==> config.mk <==
export PLATFORM = sky130hd
export DESIGN_NAME = osem_top
export DESIGN_NICKNAME = d
export VERILOG_FILES = /design/src/rtl/osem_pkg.sv /design/src/rtl/osem_top.sv /design/src/rtl/osem_sync.sv
export VERILOG_INCLUDE_DIRS = /design/src /design/src/rtl
export SDC_FILE = /design/constraint.sdc
export NUM_CORES = 1
export LEC_CHECK = 0
export ABC_CLOCK_PERIOD_IN_PS = 3600
export BUFFER_PORTS_ARGS = -buffer_cell sky130_fd_sc_hd__buf_2
export CAP_MARGIN = 5
export CELL_PAD_IN_SITES_DETAIL_PLACEMENT = 1
export CELL_PAD_IN_SITES_GLOBAL_PLACEMENT = 1
export CORE_ASPECT_RATIO = 1.75
export CORE_MARGIN = 2
export CORE_UTILIZATION = 47
export DETAILED_ROUTE_END_ITERATION = 10
export PLACE_DENSITY_LB_ADDON = 0.1
export SYNTH_ARGS = -nofsm -noshare
export SYNTH_HDL_FRONTEND = slang
export SYNTH_SLANG_ARGS = --single-unit
export TNS_END_PERCENT = 20
==> constraint.sdc <==
create_clock -name i_clock -period 3.6 [get_ports i_clock]
set_input_delay 0.72 -clock i_clock [delete_from_list [all_inputs] [get_ports i_clock]]
set_output_delay 0.72 -clock i_clock [all_outputs]
set_load 0.01 [all_outputs]
==> src/rtl/osem_map.svh <==
`ifndef OSEM_MAP_SVH
`define OSEM_MAP_SVH

// ****************************************
// register offsets
// ****************************************
`define OSEM_ADDR_VPP_LIMIT  8'h00
`define OSEM_ADDR_EVENTS     8'h04
`define OSEM_ADDR_LIVE       8'h08
`define OSEM_ADDR_CRC_TALLY  8'h0C
`define OSEM_ADDR_CONTROL    8'h10
`define OSEM_ADDR_IRQ_STATUS 8'h14
`define OSEM_ADDR_IRQ_MASK   8'h18

// ****************************************
// field positions
// ****************************************
`define OSEM_EVT_MANUAL_DONE 7
`define OSEM_EVT_STATUS_HELD 6
`define OSEM_EVT_VPP_ERROR   5
`define OSEM_EVT_ASSIST_FAIL 3
`define OSEM_EVT_CFG_EMPTY   2
`define OSEM_EVT_LOAD_FAIL   1
`define OSEM_EVT_CRC_ERROR   0
`define OSEM_LIVE_BUSY       7
`define OSEM_LIVE_STATUS     6
`define OSEM_LIVE_PUMP_MON   5
`define OSEM_LIVE_PWR_UP     4
`define OSEM_CTRL_START      0
`define OSEM_EVT_USED        8'hEF

// ****************************************
// reset values and limits
// ****************************************
`define OSEM_LIMIT_W         14
`define OSEM_LIMIT_RESET     14'h03D0
`define OSEM_TALLY_MAX       4'hF
`define OSEM_TALLY_ZERO      4'h0

// ****************************************
// timing
// ****************************************
`define OSEM_TICK_NS         1024000
`define OSEM_CLK_NS          4
`define OSEM_PWRUP_REC_CYC   16
`define OSEM_RESET_REC_CYC   16
`define OSEM_SETUP_CYC       1
`define OSEM_PULSE_CYC       12
`define OSEM_HOLD_CYC        1
`define OSEM_RECOV_CYC       11

`endif

==> src/rtl/osem_pkg.sv <==
`default_nettype none

package osem_pkg;

    // control sequencer, codes as reported to software
    typedef enum logic [2:0] {
        ST_RESET       = 3'h0,
        ST_PWR_UP_REC  = 3'h1,
        ST_RESET_REC   = 3'h2,
        ST_HOLD        = 3'h3,
        ST_IDLE        = 3'h4,
        ST_SETUP       = 3'h5,
        ST_RECOVERY    = 3'h6,
        ST_PULSE       = 3'h7
    } osem_state_t;

endpackage : osem_pkg

`default_nettype wire

==> src/rtl/osem_top.sv <==
// Summary of operation
// hold a 14-bit pump voltage monitor limit register
// limit counts 1024us units, resets to 0x3D0, about one second
// bit 7 sets when a manual request finishes; write one clears
// bit 6 latches macro status high; clearing while high sets again
// bit 5 flags pump voltage monitor high too long; clears only once condition gone
// bit 3 sets on program-assist failure; write one clears
// bit 2 sets when loader loads an empty configuration; write one clears
// bit 1 sets when the startup load fails; write one clears
// bit 0 sets on startup load CRC error; write one clears
// live bit 7 busy from manual request start until it ends
// live bit 6 shows present macro status level
// live bit 5 shows present pump voltage monitor level
// live bit 4 shows present macro power-up level
// live bits 2:0 report sequencer state with fixed codes
// 4-bit CRC error tally increments per loader CRC error, saturates 0xF
// writing zero clears the tally, other values preset it
// writing one to start runs a manual command when idle and not access protected
// busy drops and completion flag sets in the same cycle
// reserved bits read zero and ignore writes
`timescale 1ns/10ps
`default_nettype none

`include "osem_map.svh"

module osem_top
    import osem_pkg::*;
#(
    parameter int TICK_CYCLES   = `OSEM_TICK_NS / `OSEM_CLK_NS,
    parameter int PWRUP_REC_CYC = `OSEM_PWRUP_REC_CYC,
    parameter int RESET_REC_CYC = `OSEM_RESET_REC_CYC,
    parameter int SETUP_CYC     = `OSEM_SETUP_CYC,
    parameter int PULSE_CYC     = `OSEM_PULSE_CYC,
    parameter int HOLD_CYC      = `OSEM_HOLD_CYC,
    parameter int RECOV_CYC     = `OSEM_RECOV_CYC
) (
    input  wire logic        i_clock,
    input  wire logic        i_reset,
    // register port
    input  wire logic [7:0]  i_addr,
    input  wire logic [15:0] i_wdata,
    input  wire logic        i_write,
    input  wire logic        i_read,
    output logic      [15:0] o_rdata,
    // macro pins, asynchronous
    input  wire logic        i_macro_status,
    input  wire logic        i_pump_voltage_monitor,
    input  wire logic        i_macro_pwr_up,
    // loader and program-assist events, same clock
    input  wire logic        i_access_protect,
    input  wire logic        i_assist_fail,
    input  wire logic        i_config_empty,
    input  wire logic        i_load_fail,
    input  wire logic        i_load_crc_error,
    input  wire logic        i_crc_detect,
    // macro strobes and interrupt
    output logic             o_macro_reset,
    output logic             o_macro_select,
    output logic             o_macro_pulse,
    output logic             o_irq
);

    // ****************************************
    // elaboration checks
    // ****************************************
    localparam int PRE_W = (TICK_CYCLES > 1) ? $clog2(TICK_CYCLES) : 1;

    if (TICK_CYCLES < 1 || PWRUP_REC_CYC < 1 || RESET_REC_CYC < 1) begin : g_bad_time
        $error("osem_top: timing counts must be at least one");
    end
    if (SETUP_CYC < 1 || PULSE_CYC < 1 || HOLD_CYC < 1 || RECOV_CYC < 1) begin : g_bad_seq
        $error("osem_top: sequence counts must be at least one");
    end
    if (PWRUP_REC_CYC > 256 || RESET_REC_CYC > 256 || PULSE_CYC > 256
            || RECOV_CYC > 256 || SETUP_CYC > 256 || HOLD_CYC > 256) begin : g_bad_len
        $error("osem_top: sequence counts must fit 8 bits");
    end

    localparam logic [7:0]       LD_PWRUP = 8'(PWRUP_REC_CYC - 1);
    localparam logic [7:0]       LD_RSTRC = 8'(RESET_REC_CYC - 1);
    localparam logic [7:0]       LD_SETUP = 8'(SETUP_CYC - 1);
    localparam logic [7:0]       LD_PULSE = 8'(PULSE_CYC - 1);
    localparam logic [7:0]       LD_HOLD  = 8'(HOLD_CYC - 1);
    localparam logic [7:0]       LD_RECOV = 8'(RECOV_CYC - 1);
    localparam logic [PRE_W-1:0] PRE_LAST = PRE_W'(TICK_CYCLES - 1);

    // ****************************************
    // decode helpers
    // ****************************************
    function automatic logic hit(input logic [7:0] addr, input logic [7:0] reg_addr);
        hit = (addr == reg_addr);
    endfunction : hit

    // ****************************************
    // pin synchronisers
    // ****************************************
    logic [2:0] pins_raw;
    logic [2:0] pins_sync;
    logic       status_s;
    logic       pump_mon_s;
    logic       pwr_up_s;

    assign pins_raw = {i_macro_pwr_up, i_pump_voltage_monitor, i_macro_status};

    for (genvar g = 0; g < 3; g++) begin : g_sync
        osem_sync u_sync (
            .i_clock (i_clock),
            .i_reset (i_reset),
            .i_async (pins_raw[g]),
            .o_sync  (pins_sync[g])
        );
    end

    assign status_s   = pins_sync[0];
    assign pump_mon_s = pins_sync[1];
    assign pwr_up_s   = pins_sync[2];

    // ****************************************
    // bus strobes
    // ****************************************
    logic wr_limit;
    logic wr_events;
    logic wr_tally;
    logic wr_control;
    logic wr_mask;
    logic rd_irq;
    logic start_go;

    assign wr_limit   = i_write && hit(i_addr, `OSEM_ADDR_VPP_LIMIT);
    assign wr_events  = i_write && hit(i_addr, `OSEM_ADDR_EVENTS);
    assign wr_tally   = i_write && hit(i_addr, `OSEM_ADDR_CRC_TALLY);
    assign wr_control = i_write && hit(i_addr, `OSEM_ADDR_CONTROL);
    assign wr_mask    = i_write && hit(i_addr, `OSEM_ADDR_IRQ_MASK);
    assign rd_irq     = i_read && hit(i_addr, `OSEM_ADDR_IRQ_STATUS);
    // a protected start is dropped silently
    assign start_go   = wr_control && i_wdata[`OSEM_CTRL_START] && !i_access_protect;

    // ****************************************
    // control sequencer
    // ****************************************
    osem_state_t state;
    osem_state_t next_state;
    logic [7:0]  seq_cnt;
    logic [7:0]  next_seq_cnt;
    logic        busy;
    logic        done_pulse;

    always_comb begin
        next_state   = state;
        next_seq_cnt = seq_cnt;
        done_pulse   = 1'b0;
        if (seq_cnt != 8'h00) begin
            next_seq_cnt = seq_cnt - 8'h01;
        end
        case (state)
            ST_RESET: begin
                if (pwr_up_s) begin
                    next_state   = ST_PWR_UP_REC;
                    next_seq_cnt = LD_PWRUP;
                end
            end
            ST_PWR_UP_REC: begin
                if (seq_cnt == 8'h00) begin
                    next_state   = ST_RESET_REC;
                    next_seq_cnt = LD_RSTRC;
                end
            end
            ST_RESET_REC: begin
                if (seq_cnt == 8'h00) begin
                    next_state = ST_IDLE;
                end
            end
            ST_IDLE: begin
                // starts while busy are ignored: only idle accepts them
                if (start_go) begin
                    next_state   = ST_SETUP;
                    next_seq_cnt = LD_SETUP;
                end
            end
            ST_SETUP: begin
                if (seq_cnt == 8'h00) begin
                    next_state   = ST_PULSE;
                    next_seq_cnt = LD_PULSE;
                end
            end
            ST_PULSE: begin
                if (seq_cnt == 8'h00) begin
                    next_state   = ST_HOLD;
                    next_seq_cnt = LD_HOLD;
                end
            end
            ST_HOLD: begin
                if (seq_cnt == 8'h00) begin
                    next_state   = ST_RECOVERY;
                    next_seq_cnt = LD_RECOV;
                end
            end
            ST_RECOVERY: begin
                if (seq_cnt == 8'h00) begin
                    next_state = ST_IDLE;
                    done_pulse = 1'b1;
                end
            end
            default: begin
                next_state   = ST_RESET;
                next_seq_cnt = 8'h00;
            end
        endcase
    end

    always_ff @(posedge i_clock) begin
        if (i_reset) begin
            state   <= ST_RESET;
            seq_cnt <= 8'h00;
        end else begin
            state   <= next_state;
            seq_cnt <= next_seq_cnt;
        end
    end

    // busy and completion flag both follow the state register
    assign busy = (state == ST_SETUP) || (state == ST_PULSE)
                || (state == ST_HOLD) || (state == ST_RECOVERY);

    assign o_macro_reset  = (state == ST_RESET);
    assign o_macro_select = busy;
    assign o_macro_pulse  = (state == ST_PULSE);

    // ****************************************
    // pump voltage watchdog
    // ****************************************
    logic [`OSEM_LIMIT_W-1:0] vpp_limit;
    logic [`OSEM_LIMIT_W-1:0] next_vpp_limit;
    logic [`OSEM_LIMIT_W-1:0] vpp_ticks;
    logic [`OSEM_LIMIT_W-1:0] next_vpp_ticks;
    logic [PRE_W-1:0]         vpp_pre;
    logic [PRE_W-1:0]         next_vpp_pre;
    logic                     vpp_expired;

    // ticks only advance while the monitor is raised, and stop at the limit
    assign vpp_expired = pump_mon_s && (vpp_ticks >= vpp_limit);

    always_comb begin
        next_vpp_limit = vpp_limit;
        next_vpp_pre   = vpp_pre;
        next_vpp_ticks = vpp_ticks;
        if (wr_limit) begin
            next_vpp_limit = i_wdata[`OSEM_LIMIT_W-1:0];
        end
        if (!pump_mon_s) begin
            next_vpp_pre   = '0;
            next_vpp_ticks = '0;
        end else if (!vpp_expired) begin
            if (vpp_pre == PRE_LAST) begin
                next_vpp_pre   = '0;
                next_vpp_ticks = vpp_ticks + 1'b1;
            end else begin
                next_vpp_pre = vpp_pre + 1'b1;
            end
        end
    end

    always_ff @(posedge i_clock) begin
        if (i_reset) begin
            vpp_limit <= `OSEM_LIMIT_RESET;
            vpp_pre   <= '0;
            vpp_ticks <= '0;
        end else begin
            vpp_limit <= next_vpp_limit;
            vpp_pre   <= next_vpp_pre;
            vpp_ticks <= next_vpp_ticks;
        end
    end

    // ****************************************
    // event flags, tally, interrupt
    // ****************************************
    logic [7:0] events;
    logic [7:0] next_events;
    logic [7:0] evt_set;
    logic [7:0] evt_clr;
    logic [7:0] irq_status;
    logic [7:0] next_irq_status;
    logic [7:0] irq_mask;
    logic [7:0] next_irq_mask;
    logic [3:0] tally;
    logic [3:0] next_tally;

    always_comb begin
        evt_set = 8'h00;
        evt_set[`OSEM_EVT_MANUAL_DONE] = done_pulse;
        evt_set[`OSEM_EVT_STATUS_HELD] = status_s;
        evt_set[`OSEM_EVT_VPP_ERROR]   = vpp_expired;
        evt_set[`OSEM_EVT_ASSIST_FAIL] = i_assist_fail;
        evt_set[`OSEM_EVT_CFG_EMPTY]   = i_config_empty;
        evt_set[`OSEM_EVT_LOAD_FAIL]   = i_load_fail;
        evt_set[`OSEM_EVT_CRC_ERROR]   = i_load_crc_error;
        evt_clr = wr_events ? (i_wdata[7:0] & `OSEM_EVT_USED) : 8'h00;
        // set beats clear, so a live cause re-arms the flag at once
        next_events = evt_set | (events & ~evt_clr);
        next_irq_status = evt_set | (rd_irq ? 8'h00 : irq_status);
        next_irq_mask   = wr_mask ? (i_wdata[7:0] & `OSEM_EVT_USED) : irq_mask;
        next_tally = tally;
        if (wr_tally) begin
            // software preset wins over a same-cycle detection
            next_tally = i_wdata[3:0];
        end else if (i_crc_detect && tally != `OSEM_TALLY_MAX) begin
            next_tally = tally + 4'h1;
        end
    end

    always_ff @(posedge i_clock) begin
        if (i_reset) begin
            events     <= 8'h00;
            irq_status <= 8'h00;
            irq_mask   <= 8'h00;
            tally      <= `OSEM_TALLY_ZERO;
        end else begin
            events     <= next_events;
            irq_status <= next_irq_status;
            irq_mask   <= next_irq_mask;
            tally      <= next_tally;
        end
    end

    assign o_irq = |(irq_status & irq_mask);

    // ****************************************
    // read data
    // ****************************************
    logic [15:0] next_rdata;
    logic [7:0]  live;

    always_comb begin
        live = 8'h00;
        live[`OSEM_LIVE_BUSY]     = busy;
        live[`OSEM_LIVE_STATUS]   = status_s;
        live[`OSEM_LIVE_PUMP_MON] = pump_mon_s;
        live[`OSEM_LIVE_PWR_UP]   = pwr_up_s;
        live[2:0]                 = state;
        next_rdata = 16'h0000;
        if (i_read) begin
            case (i_addr)
                `OSEM_ADDR_VPP_LIMIT:  next_rdata = {2'b00, vpp_limit};
                `OSEM_ADDR_EVENTS:     next_rdata = {8'h00, events};
                `OSEM_ADDR_LIVE:       next_rdata = {8'h00, live};
                `OSEM_ADDR_CRC_TALLY:  next_rdata = {12'h000, tally};
                `OSEM_ADDR_IRQ_STATUS: next_rdata = {8'h00, irq_status};
                `OSEM_ADDR_IRQ_MASK:   next_rdata = {8'h00, irq_mask};
                default:               next_rdata = 16'h0000;
            endcase
        end
    end

    // data stands one cycle only, zero otherwise
    always_ff @(posedge i_clock) begin
        if (i_reset) begin
            o_rdata <= 16'h0000;
        end else begin
            o_rdata <= next_rdata;
        end
    end

endmodule : osem_top

`default_nettype wire

==> src/rtl/osem_sync.sv <==
`timescale 1ns/10ps
`default_nettype none

module osem_sync (
    input  wire logic i_clock,
    input  wire logic i_reset,
    input  wire logic i_async,
    output logic      o_sync
);

    logic stage_a;
    logic stage_b;

    // first stage feeds only the second
    always_ff @(posedge i_clock) begin
        if (i_reset) begin
            stage_a <= 1'b0;
            stage_b <= 1'b0;
        end else begin
            stage_a <= i_async;
            stage_b <= stage_a;
        end
    end

    assign o_sync = stage_b;

endmodule : osem_sync

`default_nettype wire

### Yosys cells after proc, flatten, opt, wreduce, memory -nomap -nowiden

Index checks and enable logic that the tools add are counted.

| storage, ports and cells | value |
|---|---|
| register bits after elaboration | 106 |
| output and inout port bits | 20 |

| cells by class | value |
|---|---|
| add/subtract/negate cells | 4 |
| order comparisons | 1 |
| equality and inequality tests | 22 |
| multiplexer cells | 24 |
| bitwise logic cells | 8 |
| reductions and logical operators | 25 |

Operators with widths:

| operator | count |
|---|---|
| one-hot mux 14 bit (6 select lines) | 1 |
| 2-to-1 mux 8 bit | 9 |
| one-hot mux 8 bit (6 select lines) | 1 |
| equality test 8 x 5 -> 1 bit (second input constant) | 3 |
| 2-to-1 mux 3 bit | 7 |
| one-hot mux 3 bit (7 select lines) | 1 |
| adder 18 x 1 -> 18 bit (second input constant) | 1 |
| equality test 18 bit (second input constant) | 1 |
| 2-to-1 mux 18 bit | 1 |
| bitwise AND 8 bit | 2 |
| equality test 8 x 4 -> 1 bit (second input constant) | 2 |
| zero test 8 bit | 2 |
| bitwise OR 8 bit | 2 |
| adder 14 x 1 -> 14 bit (second input constant) | 1 |
| greater-or-equal comparator 14 bit | 1 |
| equality test 3 bit (second input constant) | 4 |
| logical AND 1 bit | 10 |
| equality test 8 x 3 -> 1 bit (second input constant) | 1 |
| 2-to-1 mux 4 bit | 2 |
| inequality test 2 bit (second input constant) | 4 |
| NOT 8 bit | 1 |
| nonzero test 8 bit | 1 |
| OR reduction 8 bit | 1 |
| subtractor 8 x 1 -> 8 bit (second input constant) | 1 |
| other kinds (14) | 24 |

### Longest topological paths before layout

| logic depth | value |
|---|---|
| depth in word-level cells | 6 |
| gate-level depth with buffers | 10 |
| gate-level depth less buffers | 9 |

### Modules after synthesis

A second synthesis with hierarchy kept.

| second synthesis, totals | value |
|---|---|
| cell total of the unflattened synthesis | 579 |
| area, all modules | 4,879.7 µm² |

By module, submodules not included:

| module | instances | cells each | area an instance (µm²) | sequential area each (µm²) |
|---|---|---|---|---|
| osem_top | 1 | 567 | 4,722.0 | 1,921.8 |
| osem_sync | 3 | 4 | 52.6 | 40.0 |

### Worst setup path after synthesis

OpenSTA, ideal clock, no wires.

| timing | value |
|---|---|
| path kind | input -> register |
| from | in i_addr[1] |
| to | reg events[5] |
| arrival time | 2.298 ns |
| path slack | 1.175 ns |
| stages | 7 |
| buffers on the path | 1 |
| path through | or4_1 > nor4_2 > and2_0 > clkbuf_1 > nand2_1 > a21oi_1 > nor2_1 |

| on the way | value |
|---|---|
| word-level cells in the longest chain between the ends | 6 |

RTL lines:

| what | line | RTL |
|---|---|---|
| from (decl) | osem_top.sv:40 | `input wire logic [7:0] i_addr,` |
| equality test 8 x 3 -> 1 bit | osem_top.sv:91 | `hit = (addr == reg_addr);` |
| logical AND 1 bit | osem_top.sv:130 | `` assign wr_events = i_write && hit(i_addr, `OSEM_ADDR_EVENTS); `` |
| 2-to-1 mux 8 bit | osem_top.sv:298 | `` evt_clr = wr_events ? (i_wdata[7:0] & `OSEM_EVT_USED) : 8'h00; `` |
| NOT 8 bit | osem_top.sv:300 | `next_events = evt_set \| (events & ~evt_clr);` |
| bitwise AND 8 bit | osem_top.sv:300 |  |
| bitwise OR 8 bit | osem_top.sv:300 |  |
| to (signal assigned) | osem_top.sv:319 | `events <= next_events;` |
| to (decl) | osem_top.sv:278 | `logic [7:0] events;` |

Every way passes these cells.
A chain may end at the register's enable or synchronous reset.

### Final worst setup path

| timing | value |
|---|---|
| from | reg vpp_limit[12] |
| to | reg vpp_pre[5] |

| on the way | value |
|---|---|
| word-level cells in the longest chain between the ends | 2 |

RTL lines:

| what | line | RTL |
|---|---|---|
| from (decl) | osem_top.sv:232 | `` logic [`OSEM_LIMIT_W-1:0] vpp_limit; `` |
| from (signal assigned) | osem_top.sv:265 | `` vpp_limit <= `OSEM_LIMIT_RESET; `` |
| from (signal assigned) | osem_top.sv:269 | `vpp_limit <= next_vpp_limit;` |
| greater-or-equal comparator 14 bit | osem_top.sv:241 | `assign vpp_expired = pump_mon_s && (vpp_ticks >= vpp_limit);` |
| logical AND 1 bit | osem_top.sv:241 |  |
| to (signal assigned) | osem_top.sv:270 | `vpp_pre <= next_vpp_pre;` |
| to (decl) | osem_top.sv:236 | `logic [PRE_W-1:0] vpp_pre;` |

Every way passes these cells.

==> qor.txt <==
CTS buffer count -> 9
Setup TNS -> 0 ps
FF+latch count, synth -> 102
Die ar. -> 11300 µm²
Slew Limit Fails -> 0
Syn-to-layout area delta -> 14.2%
Post-CTS Resized -> 0
Pleak -> 2.05 nW
VDD IR max -> 0.278 mV
Routed wire length per instance -> 19.1 µm
Crit path max fanout -> 16
Insertion delay to the later sink of the worst-skew pair -> 350 ps
Clock skew -> 5.48 ps
Worst Setup Start Kind -> flip-flop
Post-synth cell types -> 66
Type of the worst min-delay path -> flip-flop to flip-flop
Sink Count -> 102
IO Pins -> 57
Post-route ant nets -> 0
MaxCap Viol Count -> 0
Die H -> 139 µm
GRT Overall Usage -> 0.269
Core area -> 10200 µm²
Clock transition at path regs -> 70 ps
Row count -> 49
Hold Vio Cnt, Final -> 0
Relative slew slack -> 0.258
RSZ-0062 raised after global routing -> no
Netlist area before placement -> 4920 µm²
Initial Utilization -> 0.481
Combinational family with the most area after synthesis -> simple AND/OR/NAND/NOR gates
Post-synthesis mux area share -> 0.0150
Width of the die -> 81.3 µm
Root buffer cell -> clkbuf_16
Worst setup margin -> 668 ps
Hold_buf cts -> 0
Post-Synth XOR/XNOR Area -> 0.0267
Synth cell count leaders -> 102 x dfxtp_1, 72 x nand2_1, 68 x a21oi_1, 46 x nor2_1, 26 x nand3_1
Arrival @ worst endpoint -> 3210 ps
Synth area leader -> dfxtp_1
Post-synth EDFFs -> 0
Total Nets Final -> 695
Fmax -> 341 MHz
Synth Flop Type -> dfxtp_1
CTS tree -> yes
Average vias per placed instance -> 6.04
Total congestion overflow -> 0
CTS Buffer Depth -> 2
Input/output buffers -> 52
Simple-gate share of the synthesized area -> 0.252
Adder-Cell Fraction of Synth Area -> 0.0534
DR pass1 iterations -> 4
First-pass GRT wire length -> 23.6 mm
Status -> completed
Fin crit share -> 0.815
Final worst path period need -> 2930 ps
Largest net degree at the start of global routing -> 48
Synthesized instance count -> 591
Power Density -> 468 nW/µm²
Gpl congestion -> 0.833
Postcts setup bufs -> 0
Drt drc -> 0
Ranking of synthesized cells by area -> dfxtp_1 42%, a21oi_1 6.9%, nand2_1 5.5%
Total number of yosys warnings -> 0
Layout fillers -> 1281
Compound-Gate Fraction of Synth Area -> 0.195
Share of cells above drive strength 1 -> 0.143
CP Class -> flip-flop to flip-flop
Final Setup Violations -> 0
Top-area cell type share of the netlist area -> 0.415
Hpwl dp -> 10.9 mm
Element type at the critical path end -> flip-flop
Htree depth -> 3
Initial antenna violation count -> 0
WL final -> 14.7 mm
Req. time, crit path -> 3880 ps
Vias -> 4644
PnR Total Power -> 2.63 mW
Antenna cells -> 0
Syn avg cell area -> 8.32 µm²
Most common cell in the netlist -> dfxtp_1
Initial DRC Count -> 158
Dpl ws -> 692 ps
Slew @ Worst Pin -> 1110 ps
Fraction of registers with async set/reset -> 0
Sequential fraction of the synthesis area -> 0.415
Reg-to-reg slack, setup -> 670 ps
Vias in the first global route -> 4935
Post-Route Utilization -> 0.549
==> final timing paths <==
path,start,end,cells past startpoint
setup / recovery,vpp_limit[12]$_SDFFE_PP0P_,vpp_pre[5]$_SDFFE_PP0N_,8
hold / removal,g_sync[0].u_sync.stage_a$_SDFF_PP0_,g_sync[0].u_sync.o_sync$_SDFF_PP0_,1
setup reg to reg,vpp_limit[12]$_SDFFE_PP0P_,vpp_pre[5]$_SDFFE_PP0N_,8
hold reg to reg,g_sync[0].u_sync.stage_a$_SDFF_PP0_,g_sync[0].u_sync.o_sync$_SDFF_PP0_,1
==> metal layers <==
metal	vias up	wire, µm	share of wire	global-route usage
li1	2228	-	-	-
met3	30	426	0.029	0.0480
met4	0	473	0.032	0.122
met5	-	0	0	0
met2	93	8300	0.57	0.510
met1	2293	5450	0.37	0.270
==> sequential cells by signal, indices dropped and copies added, names as in the netlist <==
name                   flops
irq_mask                   7
events                     7
g_sync.u_sync.o_sync       3
vpp_limit                 14
g_sync.u_sync.stage_a      3
state                      3
o_rdata                   14
vpp_ticks                 14
irq_status                 7
vpp_pre                   18
tally                      4
seq_cnt                    8
==> cell families after synthesis <==
kind of cell | after synthesis
AOI/OAI and AO/OA | 154
muxes | 7
DFF | 102
adders and majority gates | 21
other | 1
buffers and inverters | 52
xor gates and xnor gates | 15
and+or+nand+nor | 239
==> worst max-delay path, stage by stage (launching register included) <==
cell and delay (ps):
dfxtp_1 350, inv_1 80, ha_1 340, a21oi_1 170
a21boi_0 200, o21ai_2 430, o21ai_1 490, or4_1 660
a21oi_1 150
==> layout make-up <==
class / count / area (µm²) / area share
well taps: 127 / 159 / 0.0283
repair buffers: 61 / 328 / 0.0583
multi-input cells: 438 / 2670 / 0.476
clock inverters: 5 / 81.3 / 0.0145
clock buffers: 11 / 243 / 0.0432
flip-flops and latches: 102 / 2040 / 0.363
inverters: 25 / 93.8 / 0.0167
==> stage by stage <==
step / hold slack [ps] / instances / area (µm²)
5_1_grt: 465 / 769 / 5620
3_3_place_gp: 422 / 753 / 5300
4_1_cts: 449 / 769 / 5620
3_5_place_dp: 433 / 753 / 5300
2_1_floorplan: 414 / 592 / 4920
6_report: 454 / 769 / 5620
==> cell usage in the layout (no fill, tap or decap), types with 5 or more instances in the layout <==
cell type	synthesis	layout
nor3_1	13	13
o31ai_1	11	11
or4_1	13	13
a31oi_1	5	5
or3_1	12	12
buf_2	2	52
inv_1	24	24
ha_1	21	21
nor2b_1	8	8
nand4_1	8	8
nand3_1	26	26
a22oi_1	16	16
o21ai_0	16	16
a21oi_1	68	68
dfxtp_1	102	102
xnor2_1	7	7
nand2_1	72	72
xor2_1	8	8
clkbuf_16	0	9
buf_4	3	9
nand2b_1	6	6
o211ai_1	11	11
and3_1	8	8
nor2_1	46	46
==> where the power goes <==
group / internal (mW) / switching (mW)
clock network: 0.630 / 0.431
logic: 0.150 / 0.193
registers: 1.17 / 0.0497
Note: power is estimated with default switching activity, not from simulation.
